$ cat src/core/rtc_event_alarm_defs.vh
// Purpose: Shared constants of the event and alarm clock core.
// Assumes: A 25 MHz core clock; calendar fields are plain binary.
// Notes: Field positions describe the packed alarm and stamp vectors.
`ifndef RTC_EVENT_ALARM_DEFS_VH
`define RTC_EVENT_ALARM_DEFS_VH
// ==========================================
// Timing
`define RTC_CORE_HZ 25000000
`define RTC_PULSE_MS 250
`define RTC_XTAL_HZ 32768
`define RTC_TICKS_PER_SEC 10
`define RTC_AC50_PER_TICK 3'h5
`define RTC_AC60_PER_TICK 3'h6
// ==========================================
// Alarm vector: value in low bits, enable in top bit of each field
`define AL_SEC_LO 0
`define AL_SEC_EN 6
`define AL_MIN_LO 7
`define AL_MIN_EN 13
`define AL_HR_LO 14
`define AL_HR_EN 19
`define AL_DT_LO 20
`define AL_DT_EN 25
`define AL_MO_LO 26
`define AL_MO_EN 30
`define AL_DW_LO 31
`define AL_DW_EN 34
`define AL_YR_LO 35
`define AL_YR_EN 42
`define AL_W 43
// ==========================================
// Stamp vector: minute, hour, date, month, year
`define ST_MIN_LO 0
`define ST_HR_LO 6
`define ST_DT_LO 11
`define ST_MO_LO 16
`define ST_YR_LO 20
`define ST_W 27
// ==========================================
// Frequency select codes
`define FS_OFF 3'h0
`define FS_32K 3'h1
`define FS_4K 3'h2
`define FS_1K 3'h3
`define FS_64 3'h4
`define FS_LINE 3'h5
`define FS_5HZ 3'h6
`define FS_1HZ 3'h7
// ==========================================
// Status byte bit positions and reset values
`define SR_BACKUP 7
`define SR_ALARM1_FLAG 5
`define SR_ALARM0_FLAG 4
`define SR_LOW_SUPPLY_FLAG 3
`define SR_LB85 2
`define SR_LB75 1
`define SR_CFAIL 0
`define SR_RESET 8'h01
`define DATE_RESET 5'h01
`define MONTH_RESET 4'h1
`endif

$ cat src/core/rtc_event_alarm_core.v
// Purpose: Calendar, alarms, event detect, supply flags and stamps.
// Assumes: Supply comparators and switchover sit outside as pins.
// Notes: Host access is by plain strobes; no serial engine here.
`timescale 1ns/1ps
`default_nettype none
`include "rtc_event_alarm_defs.vh"
module rtc_event_alarm_core #(
   parameter PULSE_CYCLES = `RTC_PULSE_MS * (`RTC_CORE_HZ / 1000)
) (
   input wire i_core_clk,
   input wire i_nrst,
   input wire i_xtal,
   input wire i_ac_line,
   input wire i_ac_qualified,
   input wire i_ac_60hz,
   input wire i_event_input,
   input wire i_on_backup,
   input wire i_supply_below_trip,
   input wire i_backup_below_85,
   input wire i_backup_below_75,
   input wire i_event_enable,
   input wire i_event_on_battery_ctl,
   input wire i_event_clear,
   input wire i_host_if_on_battery,
   input wire [2:0] i_freq_select,
   input wire i_freq_out_on_battery_n,
   input wire i_hour_12,
   input wire i_irq_pulse_mode,
   input wire i_auto_clear_on_read,
   input wire [`AL_W-1:0] i_alarm0_cfg,
   input wire [`AL_W-1:0] i_alarm1_cfg,
   input wire i_alarm0_clear,
   input wire i_alarm1_clear,
   input wire i_status_read,
   input wire i_time_wr,
   input wire [3:0] i_wr_tenths,
   input wire [5:0] i_wr_sec,
   input wire [5:0] i_wr_min,
   input wire [4:0] i_wr_hour,
   input wire [2:0] i_wr_weekday,
   input wire [4:0] i_wr_date,
   input wire [3:0] i_wr_month,
   input wire [6:0] i_wr_year,
   input wire i_pd_stamp_zero,
   input wire i_clear_stamp_ctl,
   input wire i_pu_stamp_zero,
   output reg [3:0] o_tenths,
   output reg [5:0] o_sec,
   output reg [5:0] o_min,
   output reg [4:0] o_hour,
   output reg o_pm,
   output reg [2:0] o_weekday,
   output reg [4:0] o_date,
   output reg [3:0] o_month,
   output reg [6:0] o_year,
   output reg [7:0] o_main_status_reg,
   output reg o_event_flag,
   output wire o_event_indicator_n_o,
   output wire o_event_indicator_n_oe,
   output wire o_irq_n_o,
   output wire o_irq_n_oe,
   output wire o_freq_out,
   output reg o_host_if_active,
   output reg [`ST_W-1:0] o_power_down_stamp,
   output reg o_power_down_stamp_full,
   output reg [`ST_W-1:0] o_power_up_stamp
);
   // ==========================================
   // Reset and pin synchronisers
   reg [1:0] rst_sync_reg;
   wire rst_n = rst_sync_reg[1];
   always @(posedge i_core_clk or negedge i_nrst) begin
      if (!i_nrst) begin
         rst_sync_reg <= 2'h0;
      end else begin
         rst_sync_reg <= {rst_sync_reg[0], 1'b1};
      end
   end
   wire [7:0] pin_raw = {i_xtal, i_ac_line, i_ac_qualified, i_event_input,
      i_on_backup, i_supply_below_trip, i_backup_below_85,
      i_backup_below_75};
   reg [7:0] pin_meta_reg;
   reg [7:0] pin_reg;
   genvar g;
   generate
      for (g = 0; g < 8; g = g + 1) begin : g_sync
         always @(posedge i_core_clk or negedge rst_n) begin
            if (!rst_n) begin
               pin_meta_reg[g] <= 1'b0;
               pin_reg[g] <= 1'b0;
            end else begin
               pin_meta_reg[g] <= pin_raw[g];
               pin_reg[g] <= pin_meta_reg[g];
            end
         end
      end
   endgenerate
   wire xtal = pin_reg[7];
   wire ac = pin_reg[6];
   wire ac_ok = pin_reg[5];
   wire ev_in = pin_reg[4];
   wire backup = pin_reg[3];
   reg xtal_prev_reg, ac_prev_reg, backup_prev_reg;
   wire xtal_rise = xtal && !xtal_prev_reg;
   wire ac_rise = ac && !ac_prev_reg;
   // Host strobes are dropped while the host interface sleeps.
   wire host_ok = !backup || i_host_if_on_battery;
   // ==========================================
   // Timebase
   // The crystal path accumulates ten per edge, so tenths are exact.
   reg [15:0] xacc_reg;
   reg [14:0] xdiv_reg;
   reg [2:0] ac_cnt_reg;
   reg sq5_reg, sq1_reg;
   wire [16:0] xacc_sum = {1'b0, xacc_reg} + 17'h0000a;
   wire [2:0] ac_limit = i_ac_60hz ? `RTC_AC60_PER_TICK : `RTC_AC50_PER_TICK;
   wire tick = ac_ok ? (ac_rise && ac_cnt_reg == ac_limit - 3'h1) :
      (xtal_rise && xacc_sum >= `RTC_XTAL_HZ);
   always @(posedge i_core_clk or negedge rst_n) begin
      if (!rst_n) begin
         xtal_prev_reg <= 1'b0;
         ac_prev_reg <= 1'b0;
         backup_prev_reg <= 1'b0;
         xacc_reg <= 16'h0000;
         xdiv_reg <= 15'h0000;
         ac_cnt_reg <= 3'h0;
      end else begin
         xtal_prev_reg <= xtal;
         ac_prev_reg <= ac;
         backup_prev_reg <= backup;
         if (xtal_rise) begin
            xdiv_reg <= xdiv_reg + 15'h0001;
            xacc_reg <= (xacc_sum >= `RTC_XTAL_HZ) ?
               xacc_sum[15:0] - 16'h8000 : xacc_sum[15:0];
         end
         if (ac_rise) begin
            ac_cnt_reg <= (ac_cnt_reg == ac_limit - 3'h1) ? 3'h0 :
               ac_cnt_reg + 3'h1;
         end
      end
   end
   // ==========================================
   // Calendar
   reg [3:0] tenths_reg;
   reg [5:0] sec_reg, min_reg;
   reg [4:0] hour_reg, date_reg;
   reg [2:0] wday_reg;
   reg [3:0] month_reg;
   reg [6:0] year_reg;
   reg frozen_reg;
   reg [4:0] dim;
   // Years are taken within one century, where every fourth is a leap.
   always @* begin
      case (month_reg)
         4'h2: dim = (year_reg[1:0] == 2'h0) ? 5'h1d : 5'h1c;
         4'h4, 4'h6, 4'h9, 4'hb: dim = 5'h1e;
         default: dim = 5'h1f;
      endcase
   end
   wire wr_ok = i_time_wr && host_ok;
   always @(posedge i_core_clk or negedge rst_n) begin
      if (!rst_n) begin
         tenths_reg <= 4'h0;
         sec_reg <= 6'h00;
         min_reg <= 6'h00;
         hour_reg <= 5'h00;
         wday_reg <= 3'h0;
         date_reg <= `DATE_RESET;
         month_reg <= `MONTH_RESET;
         year_reg <= 7'h00;
         frozen_reg <= 1'b1;
         sq5_reg <= 1'b0;
         sq1_reg <= 1'b0;
      end else if (wr_ok) begin
         tenths_reg <= i_wr_tenths;
         sec_reg <= i_wr_sec;
         min_reg <= i_wr_min;
         hour_reg <= i_wr_hour;
         wday_reg <= i_wr_weekday;
         date_reg <= i_wr_date;
         month_reg <= i_wr_month;
         year_reg <= i_wr_year;
         frozen_reg <= 1'b0;
      end else if (tick && !frozen_reg) begin
         sq5_reg <= !sq5_reg;
         if (tenths_reg == 4'h4 || tenths_reg == 4'h9) begin
            sq1_reg <= !sq1_reg;
         end
         if (tenths_reg != 4'h9) begin
            tenths_reg <= tenths_reg + 4'h1;
         end else begin
            tenths_reg <= 4'h0;
            if (sec_reg != 6'h3b) begin
               sec_reg <= sec_reg + 6'h01;
            end else begin
               sec_reg <= 6'h00;
               if (min_reg != 6'h3b) begin
                  min_reg <= min_reg + 6'h01;
               end else begin
                  min_reg <= 6'h00;
                  if (hour_reg != 5'h17) begin
                     hour_reg <= hour_reg + 5'h01;
                  end else begin
                     hour_reg <= 5'h00;
                     wday_reg <= (wday_reg == 3'h6) ? 3'h0 : wday_reg + 3'h1;
                     if (date_reg < dim) begin
                        date_reg <= date_reg + 5'h01;
                     end else begin
                        date_reg <= 5'h01;
                        if (month_reg != 4'hc) begin
                           month_reg <= month_reg + 4'h1;
                        end else begin
                           month_reg <= 4'h1;
                           year_reg <= (year_reg == 7'h63) ? 7'h00 :
                              year_reg + 7'h01;
                        end
                     end
                  end
               end
            end
         end
      end
   end
   // ==========================================
   // Alarms
   wire match0, match1;
   wire alarm_on = !backup;
   rtc_alarm_match u_alarm0 (
      .i_clk(i_core_clk), .i_rst_n(rst_n), .i_enable(alarm_on),
      .i_cfg(i_alarm0_cfg), .i_sec(sec_reg), .i_min(min_reg),
      .i_hour(hour_reg), .i_date(date_reg), .i_month(month_reg),
      .i_weekday(wday_reg), .i_year(year_reg), .o_match(match0)
   );
   rtc_alarm_match u_alarm1 (
      .i_clk(i_core_clk), .i_rst_n(rst_n), .i_enable(alarm_on),
      .i_cfg(i_alarm1_cfg), .i_sec(sec_reg), .i_min(min_reg),
      .i_hour(hour_reg), .i_date(date_reg), .i_month(month_reg),
      .i_weekday(wday_reg), .i_year(year_reg), .o_match(match1)
   );
   reg alarm0_flag, alarm1_flag, clock_fail_flag;
   reg [22:0] pulse_cnt_reg;
   wire rd_clear = i_status_read && i_auto_clear_on_read && host_ok;
   // A match in the cycle of a clear keeps the flag set.
   always @(posedge i_core_clk or negedge rst_n) begin
      if (!rst_n) begin
         alarm0_flag <= 1'b0;
         alarm1_flag <= 1'b0;
         clock_fail_flag <= 1'b1;
         pulse_cnt_reg <= 23'h000000;
      end else begin
         if (match0) begin
            alarm0_flag <= 1'b1;
         end else if ((i_alarm0_clear && host_ok) || rd_clear) begin
            alarm0_flag <= 1'b0;
         end
         if (match1) begin
            alarm1_flag <= 1'b1;
         end else if ((i_alarm1_clear && host_ok) || rd_clear) begin
            alarm1_flag <= 1'b0;
         end
         if (wr_ok) begin
            clock_fail_flag <= 1'b0;
         end
         // Idle in single-event mode, so a mode switch shows no stale pulse.
         if (backup || !i_irq_pulse_mode) begin
            pulse_cnt_reg <= 23'h000000;
         end else if (match0 || match1) begin
            pulse_cnt_reg <= PULSE_CYCLES[22:0];
         end else if (pulse_cnt_reg != 23'h000000) begin
            pulse_cnt_reg <= pulse_cnt_reg - 23'h000001;
         end
      end
   end
   wire irq_on = !backup && (i_irq_pulse_mode ?
      (pulse_cnt_reg != 23'h000000) :
      (alarm0_flag || alarm1_flag));
   assign o_irq_n_o = 1'b0;
   assign o_irq_n_oe = irq_on;
   // ==========================================
   // Event detect
   wire ev_live = ev_in && i_event_enable &&
      (!backup || i_event_on_battery_ctl);
   always @(posedge i_core_clk or negedge rst_n) begin
      if (!rst_n) begin
         o_event_flag <= 1'b0;
      end else if (ev_live) begin
         o_event_flag <= 1'b1;
      end else if (i_event_clear && host_ok) begin
         o_event_flag <= 1'b0;
      end
   end
   assign o_event_indicator_n_o = 1'b0;
   assign o_event_indicator_n_oe = o_event_flag;
   // ==========================================
   // Switchover stamps
   wire to_backup = backup && !backup_prev_reg;
   wire to_main = !backup && backup_prev_reg;
   wire [`ST_W-1:0] now_stamp = {year_reg, month_reg, date_reg, hour_reg,
      min_reg};
   always @(posedge i_core_clk or negedge rst_n) begin
      if (!rst_n) begin
         o_power_down_stamp <= {`ST_W{1'b0}};
         o_power_down_stamp_full <= 1'b0;
         o_power_up_stamp <= {`ST_W{1'b0}};
      end else begin
         if (to_backup && !o_power_down_stamp_full) begin
            o_power_down_stamp <= now_stamp;
            o_power_down_stamp_full <= 1'b1;
         end else if (host_ok && (i_pd_stamp_zero || i_clear_stamp_ctl)) begin
            o_power_down_stamp <= {`ST_W{1'b0}};
            o_power_down_stamp_full <= 1'b0;
         end
         if (to_main) begin
            o_power_up_stamp <= now_stamp;
         end else if (host_ok && i_pu_stamp_zero) begin
            o_power_up_stamp <= {`ST_W{1'b0}};
         end
      end
   end
   // ==========================================
   // Outputs and status
   // Hours count 0 to 23 inside; 12-hour form is only a view of them.
   wire pm = hour_reg >= 5'h0c;
   wire [4:0] h12 = pm ? hour_reg - 5'h0c : hour_reg;
   always @(posedge i_core_clk or negedge rst_n) begin
      if (!rst_n) begin
         o_tenths <= 4'h0;
         o_sec <= 6'h00;
         o_min <= 6'h00;
         o_hour <= 5'h00;
         o_pm <= 1'b0;
         o_weekday <= 3'h0;
         o_date <= `DATE_RESET;
         o_month <= `MONTH_RESET;
         o_year <= 7'h00;
         o_main_status_reg <= `SR_RESET;
         o_host_if_active <= 1'b0;
      end else begin
         o_tenths <= tenths_reg;
         o_sec <= sec_reg;
         o_min <= min_reg;
         o_hour <= !i_hour_12 ? hour_reg :
            (h12 == 5'h00 ? 5'h0c : h12);
         o_pm <= i_hour_12 && pm;
         o_weekday <= wday_reg;
         o_date <= date_reg;
         o_month <= month_reg;
         o_year <= year_reg;
         o_main_status_reg <= 8'h00;
         o_main_status_reg[`SR_BACKUP] <= backup;
         o_main_status_reg[`SR_ALARM1_FLAG] <= alarm1_flag;
         o_main_status_reg[`SR_ALARM0_FLAG] <= alarm0_flag;
         o_main_status_reg[`SR_LOW_SUPPLY_FLAG] <= pin_reg[2];
         o_main_status_reg[`SR_LB85] <= pin_reg[1] | pin_reg[0];
         o_main_status_reg[`SR_LB75] <= pin_reg[0];
         o_main_status_reg[`SR_CFAIL] <= clock_fail_flag;
         o_host_if_active <= host_ok;
      end
   end
   // ==========================================
   // Frequency output
   rtc_freq_out u_freq (
      .i_clk(i_core_clk), .i_rst_n(rst_n), .i_select(i_freq_select),
      .i_allow(!backup || !i_freq_out_on_battery_n), .i_ac_ok(ac_ok),
      .i_xtal(xtal), .i_xdiv(xdiv_reg), .i_ac(ac), .i_sq5(sq5_reg),
      .i_sq1(sq1_reg), .o_freq_out(o_freq_out)
   );
endmodule // rtc_event_alarm_core
`default_nettype wire

$ cat src/core/rtc_alarm_match.v
// Purpose: Compares one alarm setting against the running calendar.
// Assumes: Calendar fields come from flip-flops on the same clock.
// Notes: Emits one pulse when the comparison first becomes true.
`timescale 1ns/1ps
`default_nettype none
`include "rtc_event_alarm_defs.vh"
module rtc_alarm_match (
   input wire i_clk,
   input wire i_rst_n,
   input wire i_enable,
   input wire [`AL_W-1:0] i_cfg,
   input wire [5:0] i_sec,
   input wire [5:0] i_min,
   input wire [4:0] i_hour,
   input wire [4:0] i_date,
   input wire [3:0] i_month,
   input wire [2:0] i_weekday,
   input wire [6:0] i_year,
   output reg o_match
);
   // ==========================================
   // Field compare
   // A cleared enable makes its field a don't-care.
   wire sec_ok = !i_cfg[`AL_SEC_EN] ||
      i_cfg[`AL_SEC_LO +: 6] == i_sec;
   wire min_ok = !i_cfg[`AL_MIN_EN] ||
      i_cfg[`AL_MIN_LO +: 6] == i_min;
   wire hr_ok = !i_cfg[`AL_HR_EN] ||
      i_cfg[`AL_HR_LO +: 5] == i_hour;
   wire dt_ok = !i_cfg[`AL_DT_EN] ||
      i_cfg[`AL_DT_LO +: 5] == i_date;
   wire mo_ok = !i_cfg[`AL_MO_EN] ||
      i_cfg[`AL_MO_LO +: 4] == i_month;
   wire dw_ok = !i_cfg[`AL_DW_EN] ||
      i_cfg[`AL_DW_LO +: 3] == i_weekday;
   wire yr_ok = !i_cfg[`AL_YR_EN] ||
      i_cfg[`AL_YR_LO +: 7] == i_year;
   wire hit = sec_ok && min_ok && hr_ok && dt_ok && mo_ok && dw_ok &&
      yr_ok;
   reg hit_reg;
   // ==========================================
   // Edge of the match
   // An alarm with no field enabled would match forever, so it is held off.
   wire any_en = i_cfg[`AL_SEC_EN] | i_cfg[`AL_MIN_EN] | i_cfg[`AL_HR_EN] |
      i_cfg[`AL_DT_EN] | i_cfg[`AL_MO_EN] | i_cfg[`AL_DW_EN] |
      i_cfg[`AL_YR_EN];
   always @(posedge i_clk or negedge i_rst_n) begin
      if (!i_rst_n) begin
         hit_reg <= 1'b0;
         o_match <= 1'b0;
      end else begin
         hit_reg <= hit && any_en && i_enable;
         o_match <= hit && any_en && i_enable && !hit_reg;
      end
   end
endmodule // rtc_alarm_match
`default_nettype wire

$ cat src/core/rtc_freq_out.v
// Purpose: Selects the square wave driven on the frequency output.
// Assumes: Sources are flip-flop levels on the core clock.
// Notes: Output is low when switched off.
`timescale 1ns/1ps
`default_nettype none
`include "rtc_event_alarm_defs.vh"
module rtc_freq_out (
   input wire i_clk,
   input wire i_rst_n,
   input wire [2:0] i_select,
   input wire i_allow,
   input wire i_ac_ok,
   input wire i_xtal,
   input wire [14:0] i_xdiv,
   input wire i_ac,
   input wire i_sq5,
   input wire i_sq1,
   output reg o_freq_out
);
   reg wave;
   // ==========================================
   // Source selection
   // Slow rates follow the line clock only while it is qualified.
   always @* begin
      case (i_select)
         `FS_32K: wave = i_xtal;
         `FS_4K: wave = i_xdiv[2];
         `FS_1K: wave = i_xdiv[4];
         `FS_64: wave = i_xdiv[8];
         `FS_LINE: wave = i_ac_ok ? i_ac : i_xdiv[8];
         `FS_5HZ: wave = i_sq5;
         `FS_1HZ: wave = i_sq1;
         default: wave = 1'b0;
      endcase
   end
   always @(posedge i_clk or negedge i_rst_n) begin
      if (!i_rst_n) begin
         o_freq_out <= 1'b0;
      end else begin
         o_freq_out <= wave & i_allow;
      end
   end
endmodule // rtc_freq_out
`default_nettype wire

$ cat config.mk
export PLATFORM = sky130hd
export DESIGN_NAME = rtc_event_alarm_core
export DESIGN_NICKNAME = d
export VERILOG_FILES = /design/src/core/rtc_event_alarm_core.v /design/src/core/rtc_alarm_match.v /design/src/core/rtc_freq_out.v
export VERILOG_INCLUDE_DIRS = /design/src /design/src/core
export SDC_FILE = /design/constraint.sdc
export NUM_CORES = 1
export LEC_CHECK = 0
export ABC_CLOCK_PERIOD_IN_PS = 10700
export BUFFER_PORTS_ARGS = -buffer_cell sky130_fd_sc_hd__buf_2
export CAP_MARGIN = 20
export CELL_PAD_IN_SITES_DETAIL_PLACEMENT = 0
export CELL_PAD_IN_SITES_GLOBAL_PLACEMENT = 1
export CORE_ASPECT_RATIO = 1.5
export CORE_MARGIN = 2
export CORE_UTILIZATION = 46
export CTS_BUF_LIST = sky130_fd_sc_hd__clkbuf_4
export CTS_CLUSTER_DIAMETER = 100
export DETAILED_ROUTE_END_ITERATION = 6
export HOLD_SLACK_MARGIN = 0.06
export PLACE_DENSITY = 0.93
export SETUP_SLACK_MARGIN = 0.4
export SLEW_MARGIN = 20
export SYNTH_ARGS = -nofsm -noshare
export SYNTH_HDL_FRONTEND = slang
export SYNTH_SLANG_ARGS = --single-unit
export TNS_END_PERCENT = 20
$ cat constraint.sdc
create_clock -name i_core_clk -period 10.7 [get_ports i_core_clk]
set_input_delay 0.535 -clock i_core_clk [delete_from_list [all_inputs] [get_ports i_core_clk]]
set_output_delay 0.535 -clock i_core_clk [all_outputs]
set_load 0.005 [all_outputs]
### Yosys cells after proc, flatten, opt, wreduce, memory -nomap -nowiden

Index checks and enable logic that the tools add are counted.

* bits in registers: 233
* bits of input ports: 155
* output and inout port bits: 111
* logic and storage cells: 315

* add/subtract/negate cells: 15
* order comparisons: 3
* equal/unequal tests: 42
* multiplexer cells: 76
* bitwise gates (word level): 15
* reductions and logical operators: 107

Operators by type and width (count)
* 27-bit two-way mux: 4
* 5-bit two-way mux: 16
* 23-bit two-way mux: 3
* 7-bit two-way mux: 9
* 6-bit two-way mux: 9
* 4-bit two-way mux: 11
* 1-bit logical AND: 38
* 1-bit zero test: 26
* 6-bit equality test: 4
* 1-bit logical OR: 24
* 3-bit two-way mux: 8
* 23-bit nonzero test: 1
* 23-bit by 1-bit subtractor with 23-bit output (second input constant): 1
* 5-bit equality test: 4
* 16-bit by 4-bit adder with 17-bit output (second input constant): 1
* 17-bit by 16-bit greater-or-equal comparator with 1-bit output (second input constant): 1
* 16-bit two-way mux: 1
* 16-bit subtractor (second input constant): 1
* 15-bit by 1-bit adder with 15-bit output (second input constant): 1
* 3-bit equality test (second input constant): 5
* 7-bit equality test: 2
* 1-bit bitwise OR: 13
* 6-bit by 1-bit adder with 6-bit output (second input constant): 2
* 4-bit by 3-bit equality test with 1-bit output (second input constant): 3
* 36 further kinds: 70

### Longest topological paths before layout

Gate-level depths: netlist of the first run.

* depth in word-level cells: 11
* depth in mapped cells: 11
* mapped depth without buffers: 10

### By module

Synthesis of the first run repeated with hierarchy kept, for this count alone.

* cells, all modules: 952
* area, all modules: 10551.4 um2

By module, submodules not included
* rtc_event_alarm_core: instances 1, cells each 826, area each 9441.6 um2, sequential area each 5662.9 um2
* rtc_alarm_match: instances 2, cells each 57, area each 503.0 um2, sequential area each 50.0 um2
* rtc_freq_out: instances 1, cells each 12, area each 103.8 um2, sequential area each 25.0 um2

### Worst setup path before layout of the first run

No wires, ideal clock.

* kind: register -> register
* from: reg month_reg[0]
* to: reg year_reg[0]
* library setup time: 0.126 ns
* arrival: 2.674 ns
* data required time: 10.574 ns
* slack: 7.900 ns
* stages on the path, launching flop included: 11
* path buffers: 1
* period minus slack after synthesis: 2.800 ns
* path through: dfstp_2 -> clkbuf_1 -> inv_1 -> ha_1 -> nor3b_1 -> ha_1 -> o2111a_1 -> o211ai_1 -> nor4_1 -> nor2_1 -> a221o_1

* word-level cells in the longest chain between the ends: 6
* elaborated cells on any way between the ends: 12
* classes of those cells: order compare: 1; eq/ne: 8; mux: 1; reduce/logical: 2

RTL lines
* start: declaration: line rtc_event_alarm_core.v:148 `reg [3:0] month_reg;`
* start signal: assignment: line rtc_event_alarm_core.v:169 `` month_reg <= `MONTH_RESET; ``
* start signal: assignment: line rtc_event_alarm_core.v:181 `month_reg <= i_wr_month;`
* start signal: assignment: line rtc_event_alarm_core.v:211 `month_reg <= month_reg + 4'h1;`
* 4-bit by 3-bit equality test with 1-bit output / 4-bit equality test (equally long branches): line rtc_event_alarm_core.v:154 `case (month_reg)`
* 4-bit OR reduction: line rtc_event_alarm_core.v:154
* 2-bit one-hot mux with 2 select lines: line rtc_event_alarm_core.v:154
* 5-bit less-than comparator: line rtc_event_alarm_core.v:206 `if (date_reg < dim) begin`
* 2-bit inequality test (no line)
* 7-bit AND reduction (no line) *
* end signal: assignment: line rtc_event_alarm_core.v:182 `year_reg <= i_wr_year;`
* end signal: assignment: line rtc_event_alarm_core.v:214 `year_reg <= (year_reg == 7'h63) ? 7'h00 :`
* end: declaration: line rtc_event_alarm_core.v:149 `reg [6:0] year_reg;`

Mark *: on every way between the ends. The rest lies on a longest branch, timed or not.
A chain may end at the register's enable or synchronous reset.

### Final worst setup path of the first run

* from: reg pulse_cnt_reg[15]
* to: out o_irq_n_oe

* word-level cells in the longest chain between the ends: 3

RTL lines
* start: declaration: line rtc_event_alarm_core.v:241 `reg [22:0] pulse_cnt_reg;`
* start signal: assignment: line rtc_event_alarm_core.v:268 `pulse_cnt_reg <= PULSE_CYCLES[22:0];`
* start signal: assignment: line rtc_event_alarm_core.v:270 `pulse_cnt_reg <= pulse_cnt_reg - 23'h000001;`
* 23-bit nonzero test: line rtc_event_alarm_core.v:275 `(pulse_cnt_reg != 23'h000000) :`
* 1-bit two-way mux: line rtc_event_alarm_core.v:274 `wire irq_on = !backup && (i_irq_pulse_mode ?`
* 1-bit logical AND: line rtc_event_alarm_core.v:274
* end: declaration: line rtc_event_alarm_core.v:61 `output wire o_irq_n_oe,`

Every way passes these cells.

==> out/results.tsv, run 1 <==
metric	value	unit
first-pass detailed-route iteration total	5	
Final min period	3.85	ns
Final ANT Viol Nets	0	
vias	8761	
die area	0.0241	sq mm
Hold WC Path Type	primary input to flip-flop	
Yosys reg bits	225	
RSZ-0062 raised after global routing	false	
Critical Setup Path Class	flip-flop to output pin	
Final setup viols	0	
Crit path max-delay family	simple AND/OR/NAND/NOR gates	
worst hold slack	0.106	ns
Worst-path clk slew	0.07	ns
GR Overflow Total	0	
DR vias/cell	5.54	
clk buf depth	3	
Cells after Synth	977	
# clock sinks	225	
Synth Cell Area	0.0105	sq mm
Highest Clock Rate	260	MHz
gpl congestion	0.882	
commonest non-fill, non-tap cells in the layout	262 x buf_2, 218 x dfrtp_1, 72 x clkbuf_4, 68 x nor2_1, 66 x xnor2_1	
layout cells sized above 1	29.1	%
Synth cell types	77	
Final Hold Fails	0	
Detailed Route WL	30.1	mm
# DRC	0	
Critical Path Sink Type	output pin	
CP max FO	14	
Placed Area	0.0120	sq mm
Worst-Margin Slew	1.01	ns
Main synth FF type	dfrtp_1	
Max Cap Viol	0	
synth warn	0	
buffers added on ports	262	
Layout area overhead	22.5	%
Worst-Skew Late Latency	0.71	ns
drt wl/cell	19.1	microns
sequential element share of the synthesized area	53.6	%
Tcrit/Tclk final	36.0	%
Avg Cell Area, Syn	10.8	sq um
initial antenna violation count	8	
startpoint types	flip-flop	
clock skew	0.0568	ns
Static Leak	6.02	nW
Required @ worst endpoint	10.17	ns
CTS Buf Count	53	
design area	0.0129	sq mm
DIE HEIGHT	189	microns
crit path cell chain	or3_1 > or4_1 > nor3_2 > and2_1 > a211oi_1 > buf_2	
HPWL after DPL	21.4	mm
Post-synth EDFFs	0	
total core area	0.0224	sq mm
largest net degree at the start of global routing	156	
drt first-iter violations	661	
H-Tree Depth	2	
post-layout util	57.5	%
Ports	266	
CP arrival	3.32	ns
Max Slew Vio Count	0	
vias in the first global route	8687	
Final nets	1431	
CTS root buf	clkbuf_4	
Initial Utilization	47.0	%
status	finished, final reports clean	
# resized after CTS	0	
Slew HR	32.5	%
global-route wire length before repair	46.5	mm
Peak VDD IR	116	uV
final setup TNS	0	ns
Crit path largest cell delay	0.68	ns
FP Rows	67	
chip width	127	microns
most common cell after layout, fill and taps aside	buf_2	
gr usage total	24.7	%
CTS tree	built	
fraction of registers with async set/reset	100	%
slowest CP cell	nor3_2	
CP Buf/Inv Count	1	
P per Cell Area	214	mW/mm^2
## final timing paths
check | startpoint | end | slack (ns) | cells after the start
setup / recovery | pulse_cnt_reg[15] | o_irq_n_oe | 6.85 | 6
setup reg to reg | hour_reg[2] | year_reg[0] | 7.67 | 7
min in group asynchronous | i_nrst | rst_sync_reg[0] | 0.18 | 2
max in group asynchronous | rst_sync_reg[1] | xdiv_reg[5] | 8.89 | 1
hold reg to reg | pin_meta_reg[6] | ac | 0.35 | 0
hold / removal | i_wr_sec[1] | sec_reg[1] | 0.11 | 3
## power by group
part | total (mW) | internal [mW] | switching [mW]
clock | 0.710 | 0.362 | 0.349
combinational | 0.871 | 0.399 | 0.472
sequential | 1.17 | 0.994 | 0.173
## per-layer routing
metal	vias up	global-route usage [%]	part of all wire [%]
li1	4072	-	-
met1	4265	30.4	39
met2	345	41.3	50
met3	75	5.34	7.0
met4	4	11.9	4.2
met5	-	0	0.083
## cell usage after synthesis (7+ instances only)
cell type  instances  area, sq um
xor2_1            51          447
and2_1             8         50.1
nor3_1            19         95.1
a22o_1            55          482
clkbuf_1          49          184
o211ai_1           7         52.6
mux2i_1            9         90.1
inv_1             19         71.3
nor2_1            69          259
a21oi_1           40          200
a31oi_1           25          156
or3_1             15         93.8
or4_1             10         75.1
xnor2_1           66          578
nand3_1           38          190
buf_4              8         60.1
nand2b_1          12         75.1
ha_1              19          238
nor2b_1           10         62.6
o21ai_0           40          200
nand4_1           10         62.6
dfrtp_1          219         5480
nor4_1            13         81.3
nand2_1           54          203
## worst min-delay path, stage by stage
cell     delay, ns
buf_2         0.09
nand2_1       0.04
o21ai_0       0.06
## final cells by class
cell class	instances	area, sq um
Antenna cell	6	15.0
Clock buffer	72	541
Clock inverter	25	148
Fill cell	1948	9510
Inverter	19	71.3
Multi-Input combinational cell	670	4540
Sequential cell	225	5640
Tap cell	276	345
Timing Repair Buffer	288	1570
## kinds of logic after synthesis
kind of cell | synth area share [%]
XOR/XNOR | 9.75
other | 0.0715
flip-flops | 53.6
AND/OR/NAND/NOR | 15.5
AO/OA/AOI/OAI | 14.3
adder cells (fa/ha/maj) | 2.26
buffers and inverters | 3.36
multiplexers | 1.11
## timing repair
action	in CTS	in global routing
hold buffers	19	0
hold endpoints to repair	19	0
setup buffers	0	0
## stage by stage
stage / setup slack, ns / cells / power (mW)
2_1_floorplan: 3.98 / 979 / 1.80
3_3_place_gp: 7.67 / 1459 / 2.01
3_5_place_dp: 7.62 / 1459 / 2.03
4_1_cts: 6.86 / 1575 / 2.77
5_1_grt: 6.67 / 1581 / 2.94
6_report: 6.85 / 1581 / 2.75
Power figures use the tool's default switching activity.
==> run 2, diff against run 1 <==
- ABC_CLOCK_PERIOD_IN_PS: 10700 -> 3700
- CORE_UTILIZATION: 46 -> 43
- PLACE_DENSITY: 0.93 -> 0.88
- clock period: 10.7 -> 3.7 ns (I/O delays scaled with it)
==> out/results.tsv, run 2 (same netlist as run 1, synthesis figures left out) <==
metric	value	unit	change
drt first-iter violations	554		-16%
CTS root buf	clkbuf_4		
Placed Cells	1518		+4.0%
status	finished, final reports clean		
HPWL after DPL	22.3	mm	+4.0%
Max Cap Viol	0		unchanged
initial antenna violation count	1		-7
Crit Reg-Reg Startpoint	year_reg[5]		
first-pass detailed-route iteration total	5		unchanged
CTS Buf Count	54		+1.9%
H-Tree Depth	2		unchanged
Worst-Skew Late Latency	0.71	ns	about the same
startpoint types	flip-flop		
Slew HR	44.0	%	+11 points
Worst Setup SP	year_reg[5]		
most common cell after layout, fill and taps aside	buf_2		
global-route wire length before repair	49.6	mm	+6.7%
total core area	0.0242	sq mm	+8.0%
P per Cell Area	598	mW/mm^2	+180%
Max Slew Vio Count	0		unchanged
FP Rows	70		+4.5%
gpl congestion	0.856		-3.0%
CP arrival	3.91	ns	+0.59 ns
chip width	132	microns	+3.3%
DIE HEIGHT	195	microns	+3.4%
Hold WC Path Type	primary input to flip-flop		
Peak VDD IR	324	uV	+180%
Final nets	1508		+5.4%
Worst Reg-to-Reg Cells	7		unchanged
Final setup viols	0		unchanged
Placed Area	0.0121	sq mm	+1.3%
Final Hold Fails	0		unchanged
vias in the first global route	9132		+5.1%
commonest non-fill, non-tap cells in the layout	262 x buf_2, 218 x dfrtp_1, 83 x clkbuf_4, 83 x dlygate4sd3_1, 68 x nor2_1		
layout cells sized above 1	29.4	%	+0.28 points
Hold Path Origin	i_on_backup		
fin cells	1700		+7.5%
Final ANT Viol Nets	0		unchanged
Power, Total	8.19	mW	+200%
die area	0.0257	sq mm	+6.8%
Static Leak	6.37	nW	+5.9%
Top cell by count, worst path	dlygate4sd3_1		
filler cell count in the final layout	2148		+10%
GR Overflow Total	0		unchanged
gr usage total	24.6	%	-0.15 points
register area	0.00564	sq mm	unchanged
final setup TNS	0	ns	unchanged
Worst Hold End	pin_meta_reg[3]		
DR vias/cell	5.33		-3.8%
Layout area overhead	30.3	%	
Worst-path clk slew	0.08	ns	about the same
slowest CP cell	dlygate4sd3_1		
Multi-input gate area	0.00456	sq mm	+0.33%
RR Endpoint	u_alarm1.hit_reg		
vias	9066		+3.5%
post-route setup slack	0.432	ns	-6.42 ns
RSZ-0062 raised after global routing	true		
buffers added on ports	262		unchanged
Required @ worst endpoint	4.35	ns	-5.82 ns
Highest Clock Rate	306	MHz	
# clock sinks	225		unchanged
Crit path largest cell delay	0.57	ns	-0.11 ns
R2R Setup Slk	0.43	ns	-7.24 ns
Critical Setup Path Class	flip-flop to flip-flop		
CP max FO	10		-4
design area	0.0137	sq mm	+6.4%
# DRC	0		unchanged
Initial Utilization	43.5	%	-3.5 points
Detailed Route WL	31.7	mm	+5.1%
pre-CTS setup slack	0.820	ns	-6.80 ns
Tcrit/Tclk final	88.3	%	
crit path cell chain	xor2_1 > nor4_1 > nand4_1 > a22oi_1 > dlygate4sd3_1 > and4_1 > dlygate4sd3_1		
largest net degree at the start of global routing	88		-44%
Critical Path Sink Type	flip-flop		
Worst-Margin Slew	0.840	ns	-0.169 ns
Ports	266		unchanged
clock skew	0.0525	ns	-0.00425 ns
Hold Path Stages	2		-1
clk buf depth	3		unchanged
Final min period	3.27	ns	
CTS tree	built		
drt wl/cell	18.6	microns	-2.2%
## run 2: changes by cell type in the layout (fill, tap and decap cells not counted), sizes merged
cell and delta:
dlygate4sd3 +64, buf +12, clkbuf +11, clkinv -11, diode -5, clkinvlp +2, bufinv -1, inv -1
## run 2: layer usage
metal	share of wire, %	up-vias	track usage, %	wire [microns]
li1	-	4231	-	-
met1	39	4390	29.8	12300
met2	50	357	42.2	15900
met3	6.6	88	4.75	2090
met4	4.3	0	11.7	1360
met5	0	-	0	0
## run 2: timing repair
action / CTS / global route
hold buffers: 83 / 0
setup buffers: 1 / 0
endpoints found under the hold margin: 83 / 0
gates resized for setup: 3 / 1
pin swaps: 1 / 0
setup endpoints to repair: 1 / 3
## run 2: how the worst max path moves through the flow
stage,to,slack (ns),cells past startpoint
2_1_floorplan,year_reg[0],0.90,10
3_3_place_gp,year_reg[0],0.88,9
3_5_place_dp,year_reg[0],0.82,9
4_1_cts,u_alarm1.hit_reg,0.42,7
5_1_grt,u_alarm1.hit_reg,0.31,7
6_report,u_alarm1.hit_reg,0.43,7
## run 2: stage by stage
stage | utilization (%) | hold slack (ns)
after floorplan | - | -0.111
after global placement | 50.2 | -0.0297
after detailed placement | 50.2 | -0.0282
after CTS | 56.6 | 0.0676
after global routing | 56.7 | 0.113
final | 56.7 | 0.129
## run 2: critical path: cells and delay by family, from the launching register on
| family | cells | cell delay [ns] |
|---|---|---|
| AND/OR/NAND/NOR | 3 | 1.08 |
| XOR/XNOR | 1 | 0.22 |
| buffers and inverters | 2 | 1.14 |
| AO/OA/AOI/OAI | 1 | 0.24 |
| flip-flops | 1 | 0.53 |
## run 2: layout make-up
class	instances	share of cell area [%]
inverters	19	0.521
clock buffers	83	4.55
multi-input cells	670	33.3
well taps	324	2.96
clock inverters	14	0.639
flip-flops and latches	225	41.2
diodes	1	0.0183
repair buffers	364	16.9
## run 2: report_power, final
| part | switching, mW | internal (mW) | leakage [nW] |
|---|---|---|---|
| combinational | 1.43 | 1.30 | 3.19 |
| clock | 1.02 | 1.09 | 0.416 |
| sequential | 0.481 | 2.88 | 2.76 |
| total | 2.93 | 5.27 | 6.37 |
